### src/include/drc_pkg.sv
// shared constants and types of the dram cycle controller
// assumes a 200 MHz clock; every figure below is for the faster speed grade
package drc_pkg;

	// ****************************************************
	// clock
	// ****************************************************
	localparam int CLK_NS = 5; // clock period in ns
	localparam int SYNC_CYC = 2; // latency of the data-out synchroniser

	// ****************************************************
	// times in ns, as the device needs them
	// ****************************************************
	localparam int ROW_HOLD_NS = 15; // row address hold after row strobe
	localparam int RAS_CAS_NS = 25; // least row to column strobe delay
	localparam int CAS_ACC_NS = 60; // column strobe access time
	localparam int RAS_ACC_NS = 120; // row strobe access time
	localparam int CAS_LOW_NS = 60; // least column strobe low width
	localparam int RAS_LOW_NS = 120; // least row strobe low width
	localparam int RAS_LOW_MAX_NS = 10000; // longest row strobe low width
	localparam int RAS_PRE_NS = 90; // least row strobe high width
	localparam int CYCLE_NS = 245; // least full cycle, read-write worst
	localparam int WE_LOW_NS = 40; // least write strobe low width
	localparam int WE_HOLD_NS = 40; // strobes low after write strobe falls
	localparam int CAS_PRE_PG_NS = 55; // column strobe high in page mode
	localparam int PG_RD_NS = 140; // page read or write cycle
	localparam int PG_RW_NS = 150; // page read-write cycle
	localparam int RAS_REF_NS = 90; // row strobe high before refresh pin
	localparam int REF_LO_NS = 60; // automatic refresh pulse, least
	localparam int REF_LO_MAX_NS = 8000; // automatic refresh pulse, longest
	localparam int SELF_LO_NS = 8000; // least refresh pin low for self
	localparam int SELF_EXIT_NS = 310; // self refresh exit to row strobe
	localparam int REF_SETUP_NS = 250; // refresh pulse to row strobe

	// ****************************************************
	// times in cycles; least times round up, longest round down
	// ****************************************************
	localparam int ROW_HOLD_CYC = (ROW_HOLD_NS + CLK_NS - 1) / CLK_NS;
	localparam int RAS_CAS_CYC = (RAS_CAS_NS + CLK_NS - 1) / CLK_NS;
	localparam int CAS_ACC_CYC = (CAS_ACC_NS + CLK_NS - 1) / CLK_NS;
	localparam int RAS_ACC_CYC = (RAS_ACC_NS + CLK_NS - 1) / CLK_NS;
	localparam int CAS_LOW_CYC = (CAS_LOW_NS + CLK_NS - 1) / CLK_NS;
	localparam int RAS_LOW_CYC = (RAS_LOW_NS + CLK_NS - 1) / CLK_NS;
	localparam int RAS_LOW_MAX_CYC = RAS_LOW_MAX_NS / CLK_NS;
	localparam int RAS_PRE_CYC = (RAS_PRE_NS + CLK_NS - 1) / CLK_NS;
	localparam int CYCLE_CYC = (CYCLE_NS + CLK_NS - 1) / CLK_NS;
	localparam int WE_LOW_CYC = (WE_LOW_NS + CLK_NS - 1) / CLK_NS;
	localparam int WE_HOLD_CYC = (WE_HOLD_NS + CLK_NS - 1) / CLK_NS;
	localparam int CAS_PRE_PG_CYC = (CAS_PRE_PG_NS + CLK_NS - 1) / CLK_NS;
	localparam int PG_RD_CYC = (PG_RD_NS + CLK_NS - 1) / CLK_NS;
	localparam int PG_RW_CYC = (PG_RW_NS + CLK_NS - 1) / CLK_NS;
	localparam int RAS_REF_CYC = (RAS_REF_NS + CLK_NS - 1) / CLK_NS;
	localparam int REF_LO_CYC = (REF_LO_NS + CLK_NS - 1) / CLK_NS;
	localparam int REF_LO_MAX_CYC = REF_LO_MAX_NS / CLK_NS;
	localparam int SELF_LO_CYC = (SELF_LO_NS + CLK_NS - 1) / CLK_NS;
	localparam int SELF_EXIT_CYC = (SELF_EXIT_NS + CLK_NS - 1) / CLK_NS;
	localparam int REF_SETUP_CYC = (REF_SETUP_NS + CLK_NS - 1) / CLK_NS;
	localparam int RAS_GUARD_CYC = 64; // margin kept below longest row low

	// ****************************************************
	// widths and reset values
	// ****************************************************
	localparam int CNT_W = 11; // wide enough for the longest count
	localparam int ADDR_W = 8; // multiplexed address pins
	localparam logic [7:0] CNT8_RST = 8'hff; // helper counters start full

	// ****************************************************
	// types
	// ****************************************************
	typedef enum logic [2:0] {
		OP_READ = 3'h0, // read cycle
		OP_WRITE = 3'h1, // early write cycle
		OP_RDWR = 3'h2, // read-write cycle
		OP_REFROW = 3'h3, // row-strobe-only refresh
		OP_REFAUTO = 3'h4, // one automatic refresh pulse
		OP_REFSELF = 3'h5 // self refresh while selfHold stays high
	} drc_op_t;

	typedef enum logic [3:0] {
		S_IDLE = 4'h0,
		S_ROW = 4'h1,
		S_COLADR = 4'h3,
		S_CASLO = 4'h2,
		S_PAGEHI = 4'h6,
		S_PRE = 4'h7,
		S_REFLO = 4'h5,
		S_SELF = 4'h4,
		S_REFREC = 4'hc
	} drc_state_t;

endpackage

### src/design/drc_controller.sv
// host-side sequencer for a 64K x 1 asynchronous dynamic ram
// assumes the user side is on clk and the ram pins are wired directly
//
// How it works
// - write strobe low before column strobe: early write
// - read-write drops write strobe after read data
// - column strobe never pulses without row strobe
// - write strobe stays high past read strobes
// - row-only refresh holds column strobe high
// - automatic refresh pulse width and cycle bounded
// - row strobe high before refresh pin falls
// - self refresh low long, then exit wait
// - refresh pulse setup before next row strobe
// - page cycles respect cycle and high widths
// - page read-write uses longer page cycle
// - write data set at column fall, held
// - write strobe low width and hold respected
// - read-write data valid at write fall
// - both strobes low after write strobe falls
// - read keeps write strobe high at column fall
// - row strobe and refresh pin never both low
module drc_controller (
	input wire logic clk, // 200 MHz system clock
	input wire logic reset_n, // asynchronous reset, active low
	input wire logic reqValid, // request offered
	output logic reqReady, // request taken when both high
	input wire drc_pkg::drc_op_t reqOp, // kind of cycle
	input wire logic [drc_pkg::ADDR_W-1:0] reqRow, // row address
	input wire logic [drc_pkg::ADDR_W-1:0] reqCol, // column address
	input wire logic reqData, // bit to write
	input wire logic reqKeepRow, // leave the row open for page mode
	input wire logic selfHold, // stay in self refresh while high
	output logic rdValid, // read bit ready, one-cycle pulse
	output logic rdData, // read bit
	output logic busy, // sequencer not idle
	output logic rasN, // row strobe pin, active low
	output logic casN, // column strobe pin, active low
	output logic weN, // write strobe pin, active low
	output logic refN, // refresh pin, active low
	output logic [drc_pkg::ADDR_W-1:0] addr, // multiplexed address pins
	output logic dOut, // data-in pin of the ram
	input wire logic qIn // data-out pin of the ram
);
	import drc_pkg::*;

	// ****************************************************
	// declarations
	// ****************************************************
	logic rstN; // synchronised reset
	logic qSync; // synchronised data-out
	drc_state_t state_q, stateD; // sequencer state
	logic rasN_q, rasD, casN_q, casD, weN_q, weD, refN_q, refD; // pins
	logic [ADDR_W-1:0] addr_q, addrD; // address pins
	logic dOut_q, dOutD; // data pin
	drc_op_t opQ; // cycle in progress
	logic [ADDR_W-1:0] colQ; // column of the cycle
	logic dataQ; // write bit of the cycle
	logic keepQ; // row stays open afterwards
	logic inPage_q; // current column cycle is a page cycle
	logic [CNT_W-1:0] pgMin_q; // page cycle length owed to last op
	logic [CNT_W-1:0] rasCnt_q; // cycles since row strobe fell
	logic [7:0] casCnt_q; // cycles since column strobe fell
	logic [3:0] wCnt_q; // cycles since write strobe fell
	logic [7:0] hiCnt_q; // cycles row strobe high, for checks
	logic [CNT_W-1:0] refLoCnt_q; // cycles refresh pin low, for checks
	logic [7:0] refHiCnt_q; // cycles refresh pin high, for checks
	logic readDone_q; // read bit taken in this column cycle
	logic rdValid_q, rdData_q; // read result
	logic tLoad, tDone; // wait timer
	logic [CNT_W-1:0] tVal; // wait length
	logic accept; // request taken this cycle
	logic isCol; // offered op is a column cycle
	logic rasGuard; // row open nearly too long
	logic sampleNow; // take the read bit now
	logic colDone; // column cycle may end now

	// ****************************************************
	// synchronisers and timer
	// ****************************************************
	drc_sync2 #(.RESET_VAL(1'b0)) uRstSync (
		.clk(clk),
		.rst_n(reset_n),
		.d(1'b1),
		.q(rstN)
	);

	// data-out is asynchronous to clk, two flops before use
	drc_sync2 #(.RESET_VAL(1'b0)) uQSync (
		.clk(clk),
		.rst_n(rstN),
		.d(qIn),
		.q(qSync)
	);

	drc_delay_timer #(.W(CNT_W)) uWait (
		.clk(clk),
		.rst_n(rstN),
		.load(tLoad),
		.loadVal(tVal),
		.done(tDone)
	);

	// ****************************************************
	// handshake and cycle conditions
	// ****************************************************
	assign isCol = (reqOp == OP_READ) || (reqOp == OP_WRITE) ||
		(reqOp == OP_RDWR);
	assign rasGuard = 32'(rasCnt_q) >= RAS_LOW_MAX_CYC - RAS_GUARD_CYC;
	// page continuation only once the column precharge has run out
	assign reqReady = (state_q == S_IDLE) ||
		(state_q == S_PAGEHI && tDone && isCol && !rasGuard);
	assign accept = reqValid && reqReady;

	// read bit taken only after both access times plus sync delay
	assign sampleNow = (state_q == S_CASLO) && (opQ != OP_WRITE) &&
		!readDone_q && 32'(casCnt_q) >= CAS_ACC_CYC + SYNC_CYC &&
		32'(rasCnt_q) >= RAS_ACC_CYC + SYNC_CYC;

	// each cycle kind ends once its widths and holds are met
	always_comb begin
		colDone = 1'b0;
		if (opQ == OP_READ) begin
			colDone = readDone_q;
		end else if (opQ == OP_WRITE) begin
			colDone = 32'(casCnt_q) >= CAS_LOW_CYC &&
				32'(rasCnt_q) >= RAS_LOW_CYC;
		end else if (opQ == OP_RDWR) begin
			colDone = readDone_q && !weN_q &&
				32'(wCnt_q) >= WE_LOW_CYC &&
				32'(wCnt_q) >= WE_HOLD_CYC;
		end
	end

	// ****************************************************
	// sequencer next state and pin values
	// ****************************************************
	always_comb begin
		stateD = state_q;
		rasD = rasN_q;
		casD = casN_q;
		weD = weN_q;
		refD = refN_q;
		addrD = addr_q;
		dOutD = dOut_q;
		tLoad = 1'b0;
		tVal = '0;
		unique case (state_q)
			S_IDLE: begin
				// row strobe and refresh pin only start from idle
				if (accept) begin
					if (isCol || reqOp == OP_REFROW) begin
						stateD = S_ROW;
						rasD = 1'b0;
						addrD = reqRow;
					end else if (reqOp == OP_REFAUTO) begin
						stateD = S_REFLO;
						refD = 1'b0;
						tLoad = 1'b1;
						tVal = CNT_W'(REF_LO_CYC);
					end else if (reqOp == OP_REFSELF) begin
						stateD = S_SELF;
						refD = 1'b0;
						tLoad = 1'b1;
						tVal = CNT_W'(SELF_LO_CYC);
					end
				end
			end
			S_ROW: begin
				if (opQ == OP_REFROW) begin
					// column strobe stays high for the whole cycle
					if (32'(rasCnt_q) >= RAS_LOW_CYC) begin
						stateD = S_PRE;
						rasD = 1'b1;
						tLoad = 1'b1;
						tVal = CNT_W'(RAS_PRE_CYC);
					end
				end else if (32'(rasCnt_q) >= ROW_HOLD_CYC) begin
					stateD = S_COLADR;
					addrD = colQ;
					dOutD = dataQ;
					weD = (opQ != OP_WRITE);
				end
			end
			S_COLADR: begin
				// page cycles are timed from the previous column fall
				if (inPage_q ? casCnt_q >= 8'(pgMin_q) :
					32'(rasCnt_q) >= RAS_CAS_CYC) begin
					stateD = S_CASLO;
					casD = 1'b0;
				end
			end
			S_CASLO: begin
				if (opQ == OP_RDWR && readDone_q && weN_q) begin
					weD = 1'b0;
				end
				if (colDone) begin
					casD = 1'b1;
					weD = 1'b1;
					tLoad = 1'b1;
					if (keepQ) begin
						stateD = S_PAGEHI;
						tVal = CNT_W'(CAS_PRE_PG_CYC);
					end else begin
						stateD = S_PRE;
						rasD = 1'b1;
						tVal = CNT_W'(RAS_PRE_CYC);
					end
				end
			end
			S_PAGEHI: begin
				if (accept) begin
					stateD = S_COLADR;
					addrD = reqCol;
					dOutD = reqData;
					weD = (reqOp != OP_WRITE);
				end else if (rasGuard || (reqValid && !isCol)) begin
					// close the row; refresh waits for idle
					stateD = S_PRE;
					rasD = 1'b1;
					tLoad = 1'b1;
					tVal = CNT_W'(RAS_PRE_CYC);
				end
			end
			S_PRE: begin
				if (tDone && 32'(rasCnt_q) >= CYCLE_CYC) begin
					stateD = S_IDLE;
				end
			end
			S_REFLO: begin
				if (tDone) begin
					stateD = S_REFREC;
					refD = 1'b1;
					tLoad = 1'b1;
					tVal = CNT_W'(REF_SETUP_CYC);
				end
			end
			S_SELF: begin
				if (tDone && !selfHold) begin
					stateD = S_REFREC;
					refD = 1'b1;
					tLoad = 1'b1;
					tVal = CNT_W'(SELF_EXIT_CYC);
				end
			end
			S_REFREC: begin
				// device steps its own refresh row, no address needed
				if (tDone) begin
					stateD = S_IDLE;
				end
			end
			default: begin
				// illegal code: park the pins safely
				stateD = S_IDLE;
				rasD = 1'b1;
				casD = 1'b1;
				weD = 1'b1;
				refD = 1'b1;
			end
		endcase
	end

	// ****************************************************
	// sequencer and pin registers
	// ****************************************************
	always_ff @(posedge clk or negedge rstN) begin
		if (!rstN) begin
			state_q <= S_IDLE;
			rasN_q <= 1'b1;
			casN_q <= 1'b1;
			weN_q <= 1'b1;
			refN_q <= 1'b1;
			addr_q <= '0;
			dOut_q <= 1'b0;
		end else begin
			state_q <= stateD;
			rasN_q <= rasD;
			casN_q <= casD;
			weN_q <= weD;
			refN_q <= refD;
			addr_q <= addrD;
			dOut_q <= dOutD;
		end
	end

	// ****************************************************
	// request latch; kind is fixed when taken
	// ****************************************************
	always_ff @(posedge clk or negedge rstN) begin
		if (!rstN) begin
			opQ <= OP_READ;
			colQ <= '0;
			dataQ <= 1'b0;
			keepQ <= 1'b0;
			inPage_q <= 1'b0;
		end else if (accept) begin
			opQ <= reqOp;
			colQ <= reqCol;
			dataQ <= reqData;
			keepQ <= reqKeepRow && isCol;
			inPage_q <= (state_q == S_PAGEHI);
		end
	end

	// page length owed by the column cycle just started
	always_ff @(posedge clk or negedge rstN) begin
		if (!rstN) begin
			pgMin_q <= CNT_W'(PG_RD_CYC);
		end else if (!casD && casN_q) begin
			pgMin_q <= (opQ == OP_RDWR) ? CNT_W'(PG_RW_CYC) :
				CNT_W'(PG_RD_CYC);
		end
	end

	// ****************************************************
	// strobe age counters, saturating
	// ****************************************************
	always_ff @(posedge clk or negedge rstN) begin
		if (!rstN) begin
			rasCnt_q <= '1;
			casCnt_q <= CNT8_RST;
			wCnt_q <= '1;
		end else begin
			if (!rasD && rasN_q) rasCnt_q <= '0;
			else if (rasCnt_q != '1) rasCnt_q <= rasCnt_q + 1'b1;
			if (!casD && casN_q) casCnt_q <= '0;
			else if (casCnt_q != '1) casCnt_q <= casCnt_q + 1'b1;
			if (!weD && weN_q) wCnt_q <= '0;
			else if (wCnt_q != '1) wCnt_q <= wCnt_q + 1'b1;
		end
	end

	// level widths, read only by the checks below
	always_ff @(posedge clk or negedge rstN) begin
		if (!rstN) begin
			hiCnt_q <= CNT8_RST;
			refHiCnt_q <= CNT8_RST;
			refLoCnt_q <= '0;
		end else begin
			if (!rasN_q) hiCnt_q <= '0;
			else if (hiCnt_q != '1) hiCnt_q <= hiCnt_q + 1'b1;
			if (!refN_q) refHiCnt_q <= '0;
			else if (refHiCnt_q != '1) refHiCnt_q <= refHiCnt_q + 1'b1;
			if (refN_q) refLoCnt_q <= '0;
			else if (refLoCnt_q != '1) refLoCnt_q <= refLoCnt_q + 1'b1;
		end
	end

	// ****************************************************
	// read capture
	// ****************************************************
	// bit is latched once; later hidden refresh cannot disturb it
	always_ff @(posedge clk or negedge rstN) begin
		if (!rstN) begin
			readDone_q <= 1'b0;
			rdValid_q <= 1'b0;
			rdData_q <= 1'b0;
		end else begin
			rdValid_q <= sampleNow;
			if (!casD && casN_q) readDone_q <= 1'b0;
			else if (sampleNow) readDone_q <= 1'b1;
			if (sampleNow) rdData_q <= qSync;
		end
	end

	assign rdValid = rdValid_q;
	assign rdData = rdData_q;
	assign busy = (state_q != S_IDLE);
	assign rasN = rasN_q;
	assign casN = casN_q;
	assign weN = weN_q;
	assign refN = refN_q;
	assign addr = addr_q;
	assign dOut = dOut_q;

	// ****************************************************
	// checks
	// ****************************************************
	earlyWrite_a: assert property (@(posedge clk) disable iff (!rstN)
		$fell(casN_q) && opQ == OP_WRITE |-> !weN_q)
		else $error("write strobe not low at column fall");
	readWeHigh_a: assert property (@(posedge clk) disable iff (!rstN)
		$fell(casN_q) && opQ == OP_READ |-> weN_q)
		else $error("read with write strobe low");
	rowOnlyCas_a: assert property (@(posedge clk) disable iff (!rstN)
		opQ == OP_REFROW && !rasN_q |-> casN_q)
		else $error("column strobe low in row-only refresh");
	refRasExcl_a: assert property (@(posedge clk) disable iff (!rstN)
		rasN_q || refN_q)
		else $error("row strobe and refresh pin both low");
	rasToRef_a: assert property (@(posedge clk) disable iff (!rstN)
		$fell(refN_q) |-> 32'($past(hiCnt_q)) >= RAS_REF_CYC - 1)
		else $error("refresh pin fell too soon after row strobe");
	autoPulse_a: assert property (@(posedge clk) disable iff (!rstN)
		$rose(refN_q) && opQ == OP_REFAUTO |->
		32'($past(refLoCnt_q)) >= REF_LO_CYC - 1 &&
		32'($past(refLoCnt_q)) <= REF_LO_MAX_CYC - 1)
		else $error("automatic refresh pulse width out of range");
	selfPulse_a: assert property (@(posedge clk) disable iff (!rstN)
		$rose(refN_q) && opQ == OP_REFSELF |->
		32'($past(refLoCnt_q)) >= SELF_LO_CYC - 1)
		else $error("self refresh pulse too short");
	refSetup_a: assert property (@(posedge clk) disable iff (!rstN)
		$fell(rasN_q) |-> 32'($past(refHiCnt_q)) >= REF_SETUP_CYC - 1)
		else $error("row strobe too soon after refresh pulse");
	pageCycle_a: assert property (@(posedge clk) disable iff (!rstN)
		$fell(casN_q) && inPage_q |->
		32'($past(casCnt_q)) >= PG_RD_CYC - 1)
		else $error("page cycle too short");
	casWidth_a: assert property (@(posedge clk) disable iff (!rstN)
		$rose(casN_q) |-> 32'($past(casCnt_q)) >= CAS_LOW_CYC - 1)
		else $error("column strobe low too short");
	wePulse_a: assert property (@(posedge clk) disable iff (!rstN)
		$fell(weN_q) |-> !weN_q [*8])
		else $error("write strobe pulse too short");
	strobesAfterWe_a: assert property (@(posedge clk) disable iff (!rstN)
		$fell(weN_q) && !casN_q |-> (!casN_q && !rasN_q) [*8])
		else $error("strobe rose too soon after write strobe");
	dataStable_a: assert property (@(posedge clk) disable iff (!rstN)
		$changed(dOut_q) |-> $past(casN_q) && $past(weN_q))
		else $error("write data moved inside write window");
	// column strobe is only ever low inside a row cycle
	casNeedsRas_a: assert property (@(posedge clk) disable iff (!rstN)
		!casN_q |-> !rasN_q)
		else $error("column strobe low without row strobe");
	// a read never lowers the write strobe, so both holds are met
	readWeHold_a: assert property (@(posedge clk) disable iff (!rstN)
		opQ == OP_READ |-> weN_q)
		else $error("write strobe low during a read");
	// page cycle owed by the previous column op, read-write longer
	pageOwed_a: assert property (@(posedge clk) disable iff (!rstN)
		$fell(casN_q) && inPage_q |->
		32'($past(casCnt_q)) >= 32'($past(pgMin_q)) - 1)
		else $error("page cycle shorter than owed");

	rdDone_c: cover property (@(posedge clk) disable iff (!rstN)
		rdValid_q && opQ == OP_READ);
	rdwr_c: cover property (@(posedge clk) disable iff (!rstN)
		$fell(weN_q) && !casN_q);
	page_c: cover property (@(posedge clk) disable iff (!rstN)
		$fell(casN_q) && inPage_q);
	self_c: cover property (@(posedge clk) disable iff (!rstN)
		$rose(refN_q) && opQ == OP_REFSELF);

endmodule

### src/design/drc_delay_timer.sv
// reloadable down-counter that marks the end of a wait
// assumes load is a one-cycle strobe from logic on the same clock
module drc_delay_timer #(
	parameter int W = 11 // counter width
) (
	input wire logic clk, // system clock
	input wire logic rst_n, // synchronised reset, active low
	input wire logic load, // start a new wait
	input wire logic [W-1:0] loadVal, // wait length in cycles
	output logic done // wait over, level
);

	logic [W-1:0] cnt_q; // cycles still to wait

	// ****************************************************
	// count down to zero and stop there
	// ****************************************************
	always_ff @(posedge clk or negedge rst_n) begin
		if (!rst_n) begin
			cnt_q <= '0;
		end else if (load) begin
			cnt_q <= loadVal;
		end else if (cnt_q != '0) begin
			cnt_q <= cnt_q - 1'b1;
		end
	end

	assign done = (cnt_q == '0); // idle timer counts as expired

endmodule

### src/design/drc_sync2.sv
// two-stage synchroniser with a constant reset value
// assumes d may change at any time relative to clk
module drc_sync2 #(
	parameter logic RESET_VAL = 1'b0 // value held during reset
) (
	input wire logic clk, // system clock
	input wire logic rst_n, // asynchronous reset, active low
	input wire logic d, // asynchronous level in
	output logic q // level in the clk domain
);

	logic meta_q; // first stage, read only by the second

	// ****************************************************
	// two flops in series
	// ****************************************************
	always_ff @(posedge clk or negedge rst_n) begin
		if (!rst_n) begin
			meta_q <= RESET_VAL;
			q <= RESET_VAL;
		end else begin
			meta_q <= d;
			q <= meta_q;
		end
	end

endmodule

### config.mk
export PLATFORM = sky130hd
export DESIGN_NAME = drc_controller
export DESIGN_NICKNAME = d
export VERILOG_FILES = /design/src/include/drc_pkg.sv /design/src/design/drc_controller.sv /design/src/design/drc_delay_timer.sv /design/src/design/drc_sync2.sv
export SDC_FILE = /design/constraint.sdc
export NUM_CORES = 1
export LEC_CHECK = 0
export ABC_AREA = 1
export BUFFER_PORTS_ARGS = -buffer_cell sky130_fd_sc_hd__buf_4
export CORE_MARGIN = 4
export CORE_UTILIZATION = 62
export DETAILED_ROUTE_END_ITERATION = 6
export GPL_TIMING_DRIVEN = 0
export HOLD_SLACK_MARGIN = 0.06
export PLACE_DENSITY = 0.81
export REMOVE_ABC_BUFFERS = 1
export SYNTH_ARGS = -nofsm -noshare
export SYNTH_HDL_FRONTEND = slang
export SYNTH_SLANG_ARGS = --single-unit
export TNS_END_PERCENT = 1
### constraint.sdc
create_clock -name clk -period 5.3 [get_ports clk]
set_clock_uncertainty 0.2 [all_clocks]
set_input_delay 0.265 -clock clk [delete_from_list [all_inputs] [get_ports clk]]
set_output_delay 0.265 -clock clk [all_outputs]
set_load 0.005 [all_outputs]
## Word level (Yosys, flattened, before mapping)

Index checks and enable logic that the tools add are counted.

- Flip-flop bits (word level): 75
- Memories kept: 0
- Bits in writable memories: 0
- ROM bits: 0
- Bits in latches: 0
- Output and inout port bits: 17

- $lt $le $gt $ge: 10
- Div/mod/pow operators: 0
- Eq/ne operators: 38
- Shift operators: 0
- Multipliers: 0
- Bitwise operators: 1
- Add/subtract/negate cells: 4
- Mux-type cells: 92
- Reduce and logical (&&, ||, !) cells: 55

Operators by type and width:

| kind | number |
|---|---|
| 11-bit two-way mux | 8 |
| 4-bit two-way mux | 17 |
| 11-bit one-hot mux with 6 select lines | 1 |
| 8-bit two-way mux | 7 |
| 1-bit two-way mux | 42 |
| 4-bit one-hot mux with 9 select lines | 1 |
| 5-bit two-way mux | 6 |
| 8-bit one-hot mux with 3 select lines | 1 |
| 11-bit by 5-bit >= comparator with 1-bit output, second input constant | 2 |
| 2-bit inequality test, second input constant | 11 |
| 1-bit logical AND | 21 |
| 4-bit by 3-bit == test with 1-bit output, second input constant | 4 |
| 8-bit by 4-bit >= comparator with 1-bit output, second input constant | 2 |
| 3-bit by 2-bit == test with 1-bit output, second input constant | 4 |
| 6-bit two-way mux | 2 |
| 6-bit AND reduction | 2 |
| 2-bit nonzero test | 6 |
| 6-bit OR reduction | 2 |
| 11-bit by 1-bit adder with 11-bit output, second input constant | 1 |
| 11-bit >= comparator, second input constant | 1 |
| 11-bit by 2-bit >= comparator with 1-bit output, second input constant | 1 |
| 11-bit by 3-bit >= comparator with 1-bit output, second input constant | 1 |
| 11-bit by 6-bit >= comparator with 1-bit output, second input constant | 1 |
| 11-bit logical NOT | 1 |
| other kinds (35) | 55 |

## Longest topological paths before layout

Gate-level depths: netlist of run 1.

- Word-level depth: 12
- Mapped depth: 13
- Mapped depth without buffers: 12

## By module

From an unflattened synthesis of run 1, not the netlist that was laid out.

- Cell total of the unflattened synthesis: 611
- Area, all modules: 4,441.8 sq um

Modules (own cells, without submodules):

| module | instances | sequential area each (sq um) | cells an instance | area each (sq um) |
|---|---|---|---|---|
| drc_controller | 1 | 1,485.2 | 500 | 3,601.0 |
| drc_delay_timer | 1 | 275.3 | 107 | 740.7 |
| drc_sync2 | 2 | 50.0 | 2 | 50.0 |

## Worst setup path after synthesis of run 1

OpenSTA, ideal clock, no wires.

- Path type: register to register
- From: reg uWait.cnt_q[0]
- To: reg addr_q[1] (netlist: addr[1])
- Clock period less this slack: 2.042 ns
- Arrival time: 1.714 ns
- Buffers on the path: 1
- Path slack: 3.258 ns
- Stages on the path, launching flop included: 13
- Path through: dfrtp_1 > inv_1 > ha_1 > nand3_2 > nor2_4 > nand3_2 > nand2_4 > nand2_4 > nand2_2 > nand2_2 > buf_6 > nand2_1 > o21ai_2

- Cells in the longest elaborated chain, start to end: 8
- Elaborated cells on any way between the ends: 9
- Those cells by class: 2 x eq/ne; 7 x reduce/logical

RTL lines:

| element | RTL line | source |
|---|---|---|
| start: declaration | drc_delay_timer.sv:13 | `logic [W-1:0] cnt_q;` |
| start signal: assignment | drc_delay_timer.sv:22 | `cnt_q <= loadVal;` |
| start signal: assignment | drc_delay_timer.sv:24 | `cnt_q <= cnt_q - 1'b1;` |
| 11-bit logical NOT * | drc_delay_timer.sv:28 | `assign done = (cnt_q == '0);` |
| 1-bit logical AND * (3 in a row) | drc_controller.sv:111 | `(state_q == S_PAGEHI && tDone && isCol && !rasGuard);` |
| 1-bit logical OR * | drc_controller.sv:110 | `assign reqReady = (state_q == S_IDLE) \|\|` |
| net reqReady | drc_controller.sv:26 | `output logic reqReady,` |
| 1-bit logical AND * | drc_controller.sv:112 | `assign accept = reqValid && reqReady;` |
| 2-bit inequality test (no line) | -- |  |
| 6-bit AND reduction (no line) * | -- |  |
| end signal: assignment | drc_controller.sv:280 | `addr_q <= addrD;` |
| end: declaration | drc_controller.sv:53 | `logic [ADDR_W-1:0] addr_q, addrD;` |

The timed path passes the listed nets; every way through them passes the cells marked *.
A chain may end at the register's enable or synchronous reset.

## Final worst setup path of run 1

- From: reg state_q[1]
- To: reg rasCnt_q[3]

- Cells in the longest elaborated chain, start to end: 11
- Elaborated cells on any way between the ends: 22
- Those cells by class: 8 x eq/ne; 4 x mux; 10 x reduce/logical

RTL lines:

| element | RTL line | source |
|---|---|---|
| start: declaration | drc_controller.sv:51 | `drc_state_t state_q, stateD;` |
| start signal: assignment | drc_controller.sv:275 | `state_q <= stateD;` |
| 4-bit by 3-bit == test with 1-bit output | drc_controller.sv:111, drc_controller.sv:147 |  |
| 1-bit logical AND (3 in a row) | drc_controller.sv:111 |  |
| 1-bit logical OR | drc_controller.sv:110 |  |
| 1-bit logical AND | drc_controller.sv:112 |  |
| 1-bit two-way mux (on tied branches) | drc_controller.sv:211, drc_controller.sv:150 |  |
| 1-bit one-hot mux with 5 select lines * | drc_controller.sv:147 | `unique case (state_q)` |
| 1-bit logical NOT * | drc_controller.sv:323 | `if (!rasD && rasN_q) rasCnt_q <= '0;` |
| 1-bit logical AND * | drc_controller.sv:323 |  |
| 11-bit two-way mux / 2-bit nonzero test (equally long branches) | -- |  |
| end signal: assignment | drc_controller.sv:324 | `else if (rasCnt_q != '1) rasCnt_q <= rasCnt_q + 1'b1;` |
| end: declaration | drc_controller.sv:61 | `logic [CNT_W-1:0] rasCnt_q;` |

Every way passes the cells marked *; elsewhere a longest branch is shown, timed or not.

==> results of run 1 <==
[report_power, final]
part,internal (mW),total (mW),leakage (nW),switching (mW)
logic,0.537,1.40,1.75,0.862
registers,0.842,1.07,0.860,0.224
clock network,0.167,0.378,0.0858,0.211
[registers in the layout, summed over array words and instances, names as in the netlist]
signal	count
rasCnt_q	11
uWait.cnt_q	11
addr	8
casCnt_q	8
colQ	8
state_q	4
wCnt_q	4
opQ	3
casN	1
dOut	1
dataQ	1
inPage_q	1
keepQ	1
pgMin_q	1
rasN	1
rdData	1
rdValid	1
readDone_q	1
refN	1
uQSync.meta_q	1
uQSync.q	1
uRstSync.meta_q	1
uRstSync.q	1
weN	1
[per-layer routing]
| metal | part of all wire | wire length (um) | vias to the layer above | GRT usage |
|---|---|---|---|---|
| li1 | - | - | 2040 | - |
| met1 | 0.44 | 4780 | 1959 | 0.343 |
| met2 | 0.48 | 5210 | 116 | 0.447 |
| met3 | 0.054 | 583 | 23 | 0.0496 |
| met4 | 0.023 | 248 | 0 | 0.109 |
| met5 | 0 | 0 | - | 0 |
[cells by family (layout without fill, tap and decap cells)]
logic type      count (synthesis)  count (layout)
compound gates                 87              87
xor+xnor                       13              13
fa+ha+maj                      10              10
buf+inv                       104             178
flops                          73              73
mux                             2               2
other cells                     1               1
simple gates                  302             302
[cell type report]
type                    count  area (um^2)
inverters                  96          360
repair buffers             66          556
clock inverters             6         36.3
flip-flops and latches     73         1860
clock buffers              10          128
fillers                   517         1640
well taps                  96          120
multi-input cells         415         2160
[worst min-delay path, cell delays in order]
cell and delay [ns]:
buf_4 0.11, nand4_1 0.15, a21oi_1 0.09
[worst paths after layout]
kind,cells past startpoint,from,slack [ns],end
max,11,state_q[1]$_DFFE_PN0P_,2.53,rasCnt_q[3]$_DFFE_PN1P_
min,3,reqOp[2],0.10,uWait.cnt_q[10]$_DFFE_PN0P_
max reg2reg,11,state_q[1]$_DFFE_PN0P_,2.53,rasCnt_q[3]$_DFFE_PN1P_
min reg2reg,0,uQSync.meta_q$_DFF_PN0_,0.15,uQSync.q$_DFF_PN0_
max in group asynchronous,0,uRstSync.q$_DFF_PN0_,4.06,uWait.cnt_q[1]$_DFFE_PN0P_
min in group asynchronous,0,uRstSync.q$_DFF_PN0_,0.26,addr[3]$_DFFE_PN0P_
[layout by cell type (no fill, tap or decap), types with 6 or more instances in the layout]
cell type / count
a21oi_1: 17
a221oi_1: 8
buf_4: 42
clkbuf_8: 9
dfrtp_1: 45
dfstp_2: 27
dlygate4sd3_1: 24
ha_1: 10
inv_1: 93
nand2_1: 135
nand3_1: 36
nand4_1: 15
nor2_1: 75
nor3_1: 15
o211ai_1: 6
o21ai_0: 38
o21ai_2: 8
xor2_1: 10
[per-stage QoR]
step / power [mW] / worst slack (ns) / util / hold WS, ns
global placement: 2.36 / 2.14 / 0.702 / -0.153
global route: 3.10 / 2.38 / 0.761 / 0.0996
floorplan: 2.03 / 2.96 / - / -0.231
detailed placement: 2.42 / 2.56 / 0.702 / -0.150
finish: 2.84 / 2.53 / 0.761 / 0.101
CTS: 2.82 / 2.57 / 0.761 / 0.0827
[what timing repair did]
item                                    CTS  global route
hold endpoints to repair                 23             0
hold buffers                             24             0
resized for setup                         0             0
endpoints found under the setup margin    0             0
buffers inserted                          0             0
==> qor.yml, run 1 <==
status:
  status: "finished clean"
floorplan:
  ioPinCount: 43
  core_um2: 6870
  rows: 30
  initial_core_util: 0.646
  dieWidth_um: 92.6
  die-area_um2: 8570
  die_h_um: 92.6
detailed_routing:
  dr.pass1.iters: 5
  drt_wl_total_um: 10800
  post_drt_wl_per_cell_um: 14.2
  via_per_inst: 5.43
  drt-initial-drc-count: 239
  num_vias: 4138
  postRouteAntennaNets: 0
  drc_errors: 0
placed_design:
  portBuffers: 42
  placed_cells: 722
  gp_congestion: 0.926
  hpwlAfterDp_um: 7390
  dpl_cell_area_um2: 4820
clock_tree:
  clock_sinks: 73
  cts_tree: "done"
  clk_pin_slew_ns: 0.08
  numCtsBuffers: 9
  clk_latency_ns: 0.35
  clockRootBuffer: "clkbuf_8"
  htreeDepth: 3
  cts_buffer_depth: 2
synthesis:
  synth_top_area_share: 0.260
  yosysMostFrequentCell: "nand2_1"
  synth_top_family_by_area: "simple AND/OR/NAND/NOR gates"
  synth_cell_types: 42
  synth_top_cell_by_area: "dfrtp_1"
  postSynthRegisterBits: 73
  synth.area.mux_share: 0.00480
  yosys.area_share.simple: 0.309
  ys_seq_area_frac: 0.419
  synthCells: 592
  synth_compound_area_frac: 0.119
  async_flop_share: 1.00
  synth_common_cells: "135 x nand2_1, 93 x inv_1, 75 x nor2_1"
  yosys-top-cells-area: "dfrtp_1 26%, dfstp_2 16%, nand2_1 11%, inv_1 7.9%, nor2_1 6.3%"
  syn_area_per_cell_um2: 7.49
  syn_area_um2: 4440
  synth_flop_cell: "dfrtp_1"
  synthAdderAreaFrac: 0.0282
  synth-edff-count: 0
  synthXorXnorAreaFrac: 0.0257
  yosys_warnings: 0
setup_path:
  critical_path_required_ns: 5.39
  setup.worst_path.end_class: "register"
  crit_chain: "inv_1 -> nor2_1 -> nand2_1 -> nor2_1 -> nand3_2 -> nand2_4 -> nand2_4 -> nand3_4 -> nand4_2 -> nand2_1 -> inv_1"
  crit_family: "simple AND/OR/NAND/NOR gates"
  crit_buf_inv: 2
  cp_slowest_cell: "dfrtp_1"
  startpoint_type: "register"
  crit_fanout: 33
  cp_data_arrival_time_ns: 2.86
  slowest_delay_ns: 0.49
  crit_type: "register to register"
timing:
  hold_viol_final: 0
  min_period_over_period: 0.523
  min_period_ns: 2.77
  relSlewSlack: 0.408
  tns_ns: 0
  clock.fmax_mhz: 361
  worst_slew_pin_slew_ns: 0.888
  rsz0062_at_grt: "no"
  setup_violations: 0
  slew_viol_final: 0
pwr:
  ir_worst_vdd_mv: 0.349
  power.density_nw_per_um2: 544
  power.leakage_nw: 2.69
job:
  max-cap-violations: 0
grt:
  antenna_found_initial: 0
  grt_pass1_wl_um: 18300
  grt_pass1_vias: 3951
  grt_max_degree: 72
  grt_usage: 0.268
  grt_overflow_total: 0
hold_path:
  hp-class: "primary input to register"
finish:
  antennaDiodeCount: 0
  stdcell_area_um2: 5230
  area_growth_pct: 17.9
  drive_gt1_frac: 0.174
  nets: 697
  fin_cells: 762
Power figures use the tool's default switching activity.
==> run 2: changes to the inputs <==
--- a/config.mk
+++ b/config.mk
@@ -8,11 +8,11 @@
 export ABC_AREA = 1
 export BUFFER_PORTS_ARGS = -buffer_cell sky130_fd_sc_hd__buf_4
 export CORE_MARGIN = 4
-export CORE_UTILIZATION = 62
+export CORE_UTILIZATION = 54
 export DETAILED_ROUTE_END_ITERATION = 6
 export GPL_TIMING_DRIVEN = 0
 export HOLD_SLACK_MARGIN = 0.06
-export PLACE_DENSITY = 0.81
+export PLACE_DENSITY = 0.75
 export REMOVE_ABC_BUFFERS = 1
 export SYNTH_ARGS = -nofsm -noshare
 export SYNTH_HDL_FRONTEND = slang
==> constraint.sdc (replaced) <==
create_clock -name clk -period 2.2 [get_ports clk]
set_clock_uncertainty 0.2 [all_clocks]
set_input_delay 0.11 -clock clk [delete_from_list [all_inputs] [get_ports clk]]
set_output_delay 0.11 -clock clk [all_outputs]
set_load 0.005 [all_outputs]
==> run 2 against run 1 <==
  * First-iteration DRC count grew 22%
  * Design area rose by 8.4%
  * Worst setup slack worse by 2.5 ns
  * Non-clock buffer count is 19 higher
  * Hold slack improved by 0.055 ns
  * Core utilization shrank 3.9 points
  * Maximum frequency up 30%
  * Largest power group unchanged
==> qor.yml, run 2 (synthesis gave the netlist of run 1 again) <==
detailed_routing:
  postRouteAntennaNets: 0  # unchanged
  num_vias: 4310  # was 4138
  post_drt_wl_per_cell_um: 14.5  # was 14.2 um
  drc_errors: 0  # unchanged
  via_per_inst: 5.46  # was 5.43
  drt-initial-drc-count: 292  # was 239
  drt_wl_total_um: 11500  # was 10800 um
  dr.pass1.iters: 5  # unchanged
finish:
  fin_cells: 789  # was 762
  antennaDiodeCount: 0  # unchanged
  stdcell_area_um2: 5670  # was 5230 um^2
  layout_commonest_cell: "nand2_1"  # unchanged
  area_growth_pct: 27.8  # was 17.9%
  final_cell_mix: "131 x nand2_1, 88 x inv_1, 62 x nor2_1"  # was 135 x nand2_1, 93 x inv_1, 75 x nor2_1
  drive_gt1_frac: 0.250  # was 0.174
  reg.largest.list: "rasCnt_q x11, uWait.cnt_q x11"  # unchanged
  nFillCells: 610  # was 517
  nets: 718  # was 697
  fin_util: 0.722  # was 0.761
floorplan:
  rows: 32  # was 30
  die-area_um2: 9730  # was 8570 um^2
  die_h_um: 98.6  # was 92.6 um
  core_um2: 7850  # was 6870 um^2
  initial_core_util: 0.565  # was 0.646
  dieWidth_um: 98.6  # was 92.6 um
  ioPinCount: 43  # unchanged
clock_tree:
  numCtsBuffers: 9  # unchanged
  cts_tree: "done"  # unchanged
  clk_pin_slew_ns: 0.09  # was 0.08 ns
  clock_sinks: 73  # unchanged
  clk_latency_ns: 0.36  # was 0.35 ns
  htreeDepth: 3  # unchanged
  clockRootBuffer: "clkbuf_8"  # unchanged
  cts_buffer_depth: 2  # unchanged
setup_path:
  cp_data_arrival_time_ns: 2.17  # was 2.86 ns
  startpoint_type: "register"  # unchanged
  setup.worst_path.end_class: "register"  # unchanged
  crit_fanout: 14  # was 33
  crit_type: "register to register"  # unchanged
  r2r_cells: 11  # unchanged
  critical_path_required_ns: 2.25  # was 5.39 ns
timing:
  relSlewSlack: 0.395  # was 0.408
  worst_slew_pin_slew_ns: 0.907  # was 0.888 ns
  min_period_ns: 2.13  # was 2.77 ns
  clock.fmax_mhz: 471  # was 361 MHz
  tns_ns: 0  # unchanged
  whs_ns: 0.156  # was 0.101 ns
  min_period_over_period: 0.966  # was 0.523
  hold_viol_final: 0  # unchanged
  rsz0062_at_grt: "yes"  # was no
  setup_violations: 0  # unchanged
  setup_ws_ns: 0.0746  # was 2.53 ns
  slew_viol_final: 0  # unchanged
hold_path:
  hold_depth: 0  # was 3
  hp-class: "register to register"  # was primary input to register
pwr:
  power.leakage_nw: 2.82  # was 2.69 nW
  power.total_mw: 7.61  # was 2.84 mW
  power.density_nw_per_um2: 1340  # was 544 nW/um^2
  ir_worst_vdd_mv: 0.746  # was 0.349 mV
placed_design:
  gp_congestion: 0.902  # was 0.926
  detailedPlace.worstSlack_ns: -0.453  # was 2.56 ns
  dpl_cell_area_um2: 4830  # was 4820 um^2
  portBuffers: 42  # unchanged
  placed_cells: 728  # was 722
  hpwlAfterDp_um: 7530  # was 7390 um
grt:
  antenna_found_initial: 0  # unchanged
  grt_pass1_wl_um: 18600  # was 18300 um
  grt_usage: 0.233  # was 0.268
  grt_max_degree: 72  # unchanged
  grt_pass1_vias: 4091  # was 3951
  grt_overflow_total: 0  # unchanged
job:
  max-cap-violations: 0  # unchanged
status:
  status: "finished clean"  # unchanged
run 2: final timing paths:
check                                        start  slack [ns]                    endpoint
min in group asynchronous     uRstSync.q$_DFF_PN0_        0.28            dOut$_DFFE_PN0P_
min reg2reg                uQSync.meta_q$_DFF_PN0_        0.16          uQSync.q$_DFF_PN0_
min                        uQSync.meta_q$_DFF_PN0_        0.16          uQSync.q$_DFF_PN0_
max reg2reg                 state_q[1]$_DFFE_PN0P_        0.07  uWait.cnt_q[9]$_DFFE_PN0P_
max in group asynchronous     uRstSync.q$_DFF_PN0_        0.88      state_q[0]$_DFFE_PN0P_
max                         state_q[1]$_DFFE_PN0P_        0.07  uWait.cnt_q[9]$_DFFE_PN0P_
run 2: final cells by class:
type                            count  area [um^2]  area share
Multi-Input combinational cell    417         2370       0.418
Sequential cell                    73         1870       0.330
Timing Repair Buffer               85          706       0.125
Inverter                           96          368      0.0649
Tap cell                          102          128      0.0225
Clock buffer                        9          124      0.0219
Clock inverter                      7          101      0.0179
run 2: worst max-delay path, cell delays in order, from the launching register on:
cell and delay, ns:
dfrtp_2 0.44, inv_1 0.10, nor2_2 0.13, nand2_4 0.15
nor2_4 0.12, nand3_2 0.10, nand2_4 0.17, nand2_8 0.10
nand3_4 0.14, nand3_4 0.15, nor2_4 0.17, a21oi_1 0.06
run 2: what timing repair did:
item / 4_1_cts / 5_1_grt
hold buffers: 27 / 0
buffers inserted: 3 / 13
gates cloned: 0 / 2
endpoints found under the hold margin: 35 / 0
resized for setup: 24 / 33
pin swaps: 6 / 13
endpoints found under the setup margin: 52 / 48
run 2: layer usage:
metal / routed length (um) / GRT usage
met1: 4800 / 0.302
met2: 5790 / 0.394
met3: 606 / 0.0389
met4: 263 / 0.0840
met5: 0 / 0
run 2: power breakdown:
part / switching (mW) / total, mW / internal [mW] / leakage, nW
logic: 2.31 / 3.80 / 1.49 / 1.86
clock network: 0.566 / 1.21 / 0.648 / 0.106
registers: 0.566 / 2.60 / 2.03 / 0.855
total: 3.44 / 7.61 / 4.18 / 2.82
==> run 3: changes to the inputs <==
--- a/config.mk
+++ b/config.mk
@@ -8,11 +8,12 @@
 export ABC_AREA = 1
 export BUFFER_PORTS_ARGS = -buffer_cell sky130_fd_sc_hd__buf_4
 export CORE_MARGIN = 4
-export CORE_UTILIZATION = 54
+export CORE_UTILIZATION = 56
+export CTS_BUF_LIST = sky130_fd_sc_hd__clkbuf_4
 export DETAILED_ROUTE_END_ITERATION = 6
 export GPL_TIMING_DRIVEN = 0
 export HOLD_SLACK_MARGIN = 0.06
-export PLACE_DENSITY = 0.75
+export PLACE_DENSITY = 0.77
 export REMOVE_ABC_BUFFERS = 1
 export SYNTH_ARGS = -nofsm -noshare
 export SYNTH_HDL_FRONTEND = slang
==> run 3 against run 2 <==
  * Core utilization increased by 1.4 points
  * Routed wire length increased by 3.6%
  * Count of clock-buffer cells in the layout unchanged
  * Largest power group unchanged
  * Maximum frequency shrank 0.79%
  * Via count rose by 1.3%
  * Die area down 3.3%
  * Combinational power grew 4%
  * Sequential power is essentially flat
==> qor.yml, run 3 (synthesis gave the netlist of run 1 again) <==
timing:
  hold_viol_final: 0  # unchanged
  setup_violations: 0  # unchanged
  whs_ns: 0.116  # was 0.156 ns
  rsz0062_at_grt: "yes"  # unchanged
  worst_slew_pin_slew_ns: 0.911  # was 0.907 ns
  clock.fmax_mhz: 467  # was 471 MHz
  min_period_over_period: 0.974  # was 0.966
  min_period_ns: 2.14  # was 2.13 ns
  slew_viol_final: 0  # unchanged
  relSlewSlack: 0.393  # was 0.395
setup_path:
  crit_chain: "nor2_2 -> inv_1 -> o211ai_1 -> nand3_1 -> nor2_1 -> nor2_1 -> nor2_4 -> nand4_4 -> nand2_1 -> inv_1"  # was inv_1 -> nor2_2 -> nand2_4 -> nor2_4 -> nand3_2 -> nand2_4 -> nand2_8 -> nand3_4 -> nand3_4 -> nor2_4 -> a21oi_1
  crit_fanout: 6  # was 14
  cp_data_arrival_time_ns: 2.33  # was 2.17 ns
  startpoint_type: "register"  # unchanged
  crit_buf_inv: 2  # was 1
  cp_slowest_cell: "dfrtp_2"  # unchanged
  critical_path_required_ns: 2.39  # was 2.25 ns
  setup.worst_path.end_class: "register"  # unchanged
  slowest_delay_ns: 0.49  # was 0.44 ns
  r2r-start: "state_q[0]$_DFFE_PN0P_"  # was state_q[1]$_DFFE_PN0P_
  crit_start: "state_q[0]$_DFFE_PN0P_"  # was state_q[1]$_DFFE_PN0P_
  crit_family: "simple AND/OR/NAND/NOR gates"  # unchanged
  crit_type: "register to register"  # unchanged
detailed_routing:
  num_vias: 4367  # was 4310
  dr.pass1.iters: 5  # unchanged
  drc_errors: 0  # unchanged
  drt-initial-drc-count: 277  # was 292
  postRouteAntennaNets: 0  # unchanged
  drt_wl_total_um: 11900  # was 11500 um
  via_per_inst: 5.48  # was 5.46
  post_drt_wl_per_cell_um: 14.9  # was 14.5 um
clock_tree:
  clock_sinks: 73  # unchanged
  numCtsBuffers: 9  # unchanged
  htreeDepth: 3  # unchanged
  cts_tree: "done"  # unchanged
  clk_latency_ns: 0.45  # was 0.36 ns
  clk_pin_slew_ns: 0.13  # was 0.09 ns
  cts_buffer_depth: 2  # unchanged
  clockRootBuffer: "clkbuf_4"  # was clkbuf_8
pwr:
  power.total_mw: 7.45  # was 7.61 mW
  internal-power_mw: 3.93  # was 4.18 mW
  p_sw_frac: 0.472  # was 0.452
  ir_worst_vdd_mv: 0.785  # was 0.746 mV
  net-switching-power_mw: 3.52  # was 3.44 mW
  pwr-share-comb: 0.533  # was 0.499
  power_frac_clock: 0.122  # was 0.159
  power.density_nw_per_um2: 1310  # was 1340 nW/um^2
  power.leakage_nw: 2.83  # was 2.82 nW
  power_frac_seq: 0.345  # was 0.341
placed_design:
  portBuffers: 42  # unchanged
  placed_cells: 728  # unchanged
  hpwlAfterDp_um: 7480  # was 7530 um
  gp_congestion: 0.875  # was 0.902
floorplan:
  die-area_um2: 9410  # was 9730 um^2
  initial_core_util: 0.574  # was 0.565
  ioPinCount: 43  # unchanged
  rows: 32  # unchanged
  core_um2: 7730  # was 7850 um^2
  dieWidth_um: 97.0  # was 98.6 um
  die_h_um: 97.0  # was 98.6 um
finish:
  reg.largest.list: "rasCnt_q x11, uWait.cnt_q x11"  # unchanged
  final_cell_mix: "126 x nand2_1, 91 x inv_1, 65 x buf_4"  # was 131 x nand2_1, 88 x inv_1, 62 x nor2_1
  nets: 726  # was 718
  drive_gt1_frac: 0.266  # was 0.250
  area_growth_pct: 28.3  # was 27.8%
  fin_util: 0.737  # was 0.722
  nFillCells: 603  # was 610
  fin_cells: 797  # was 789
  layout_commonest_cell: "nand2_1"  # unchanged
  antennaDiodeCount: 0  # unchanged
grt:
  grt_usage: 0.244  # was 0.233
  grt_pass1_wl_um: 18900  # was 18600 um
  grt_max_degree: 72  # unchanged
  antenna_found_initial: 0  # unchanged
  grt_overflow_total: 0  # unchanged
  grt_pass1_vias: 4189  # was 4091
status:
  status: "finished clean"  # unchanged
job:
  max-cap-violations: 0  # unchanged
hold_path:
  min-delay-start: "qIn"  # was uQSync.meta_q$_DFF_PN0_
  hp-class: "primary input to register"  # was register to register
==> run 3: timing repair <==
item	in CTS	in global routing
setup endpoints to repair	62	49
endpoints found under the hold margin	39	0
pin swaps	9	14
gates cloned	2	1
resized for setup	19	47
hold buffers	27	0
setup buffers	5	18
==> run 3: power groups by stage <==
stage | Sequential, mW | Clock (mW) | Combinational (mW)
finish | 2.57 | 0.908 | 3.97
global route | 2.65 | 0.977 | 4.45
CTS | 2.54 | 0.907 | 3.54
detailed placement | 2.55 | 0 | 3.29
global placement | 2.53 | 0 | 3.17
floorplan | 2.44 | 0 | 2.45
==> run 3: worst register-to-register path: cells and delay by family (launching register included) <==
| kind | cells | cell delay (ns) |
|---|---|---|
| AO/OA/AOI/OAI | 1 | 0.17 |
| buffers and inverters | 2 | 0.15 |
| flip-flops | 1 | 0.49 |
| AND/OR/NAND/NOR | 7 | 1.09 |
==> run 3: area by class of cell <==
| cell class | count | area (um^2) | area share |
|---|---|---|---|
| Clock buffer | 9 | 67.6 | 0.0119 |
| Clock inverter | 7 | 76.3 | 0.0134 |
| Inverter | 96 | 364 | 0.0640 |
| Multi-Input combinational cell | 418 | 2430 | 0.427 |
| Sequential cell | 73 | 1870 | 0.328 |
| Tap cell | 102 | 128 | 0.0224 |
| Timing Repair Buffer | 92 | 758 | 0.133 |
==> run 3: final timing paths <==
path | to | slack [ns] | depth (start not counted)
max | rasCnt_q[1]$_DFFE_PN1P_ | 0.06 | 10
min | uQSync.meta_q$_DFF_PN0_ | 0.12 | 2
max reg2reg | rasCnt_q[1]$_DFFE_PN1P_ | 0.06 | 10
min reg2reg | uQSync.q$_DFF_PN0_ | 0.17 | 0
max in group asynchronous | state_q[3]$_DFFE_PN0P_ | 0.86 | 0
min in group asynchronous | colQ[5]$_DFFE_PN0P_ | 0.28 | 0
==> run 3: metrics by stage <==
| stage | setup WS (ns) | TNS, ns | cell area, um^2 |
|---|---|---|---|
| 4_1_cts | -0.0391 | -0.0391 | 5380 |
| 5_1_grt | -0.0449 | -0.483 | 5690 |
| 3_3_place_gp | -0.965 | -63.04 | 4830 |
| 3_5_place_dp | -0.510 | -16.17 | 4830 |
| 2_1_floorplan | -0.136 | -6.00 | 4390 |
| 6_report | 0.0577 | 0 | 5690 |
==> run 3: layer usage <==
metal  part of all wire  wire length [um]  GRT usage
met4              0.025               298     0.0864
met5                  0                 0          0
met3              0.060               707     0.0497
met1               0.41              4890      0.314
met2               0.50              5980      0.408
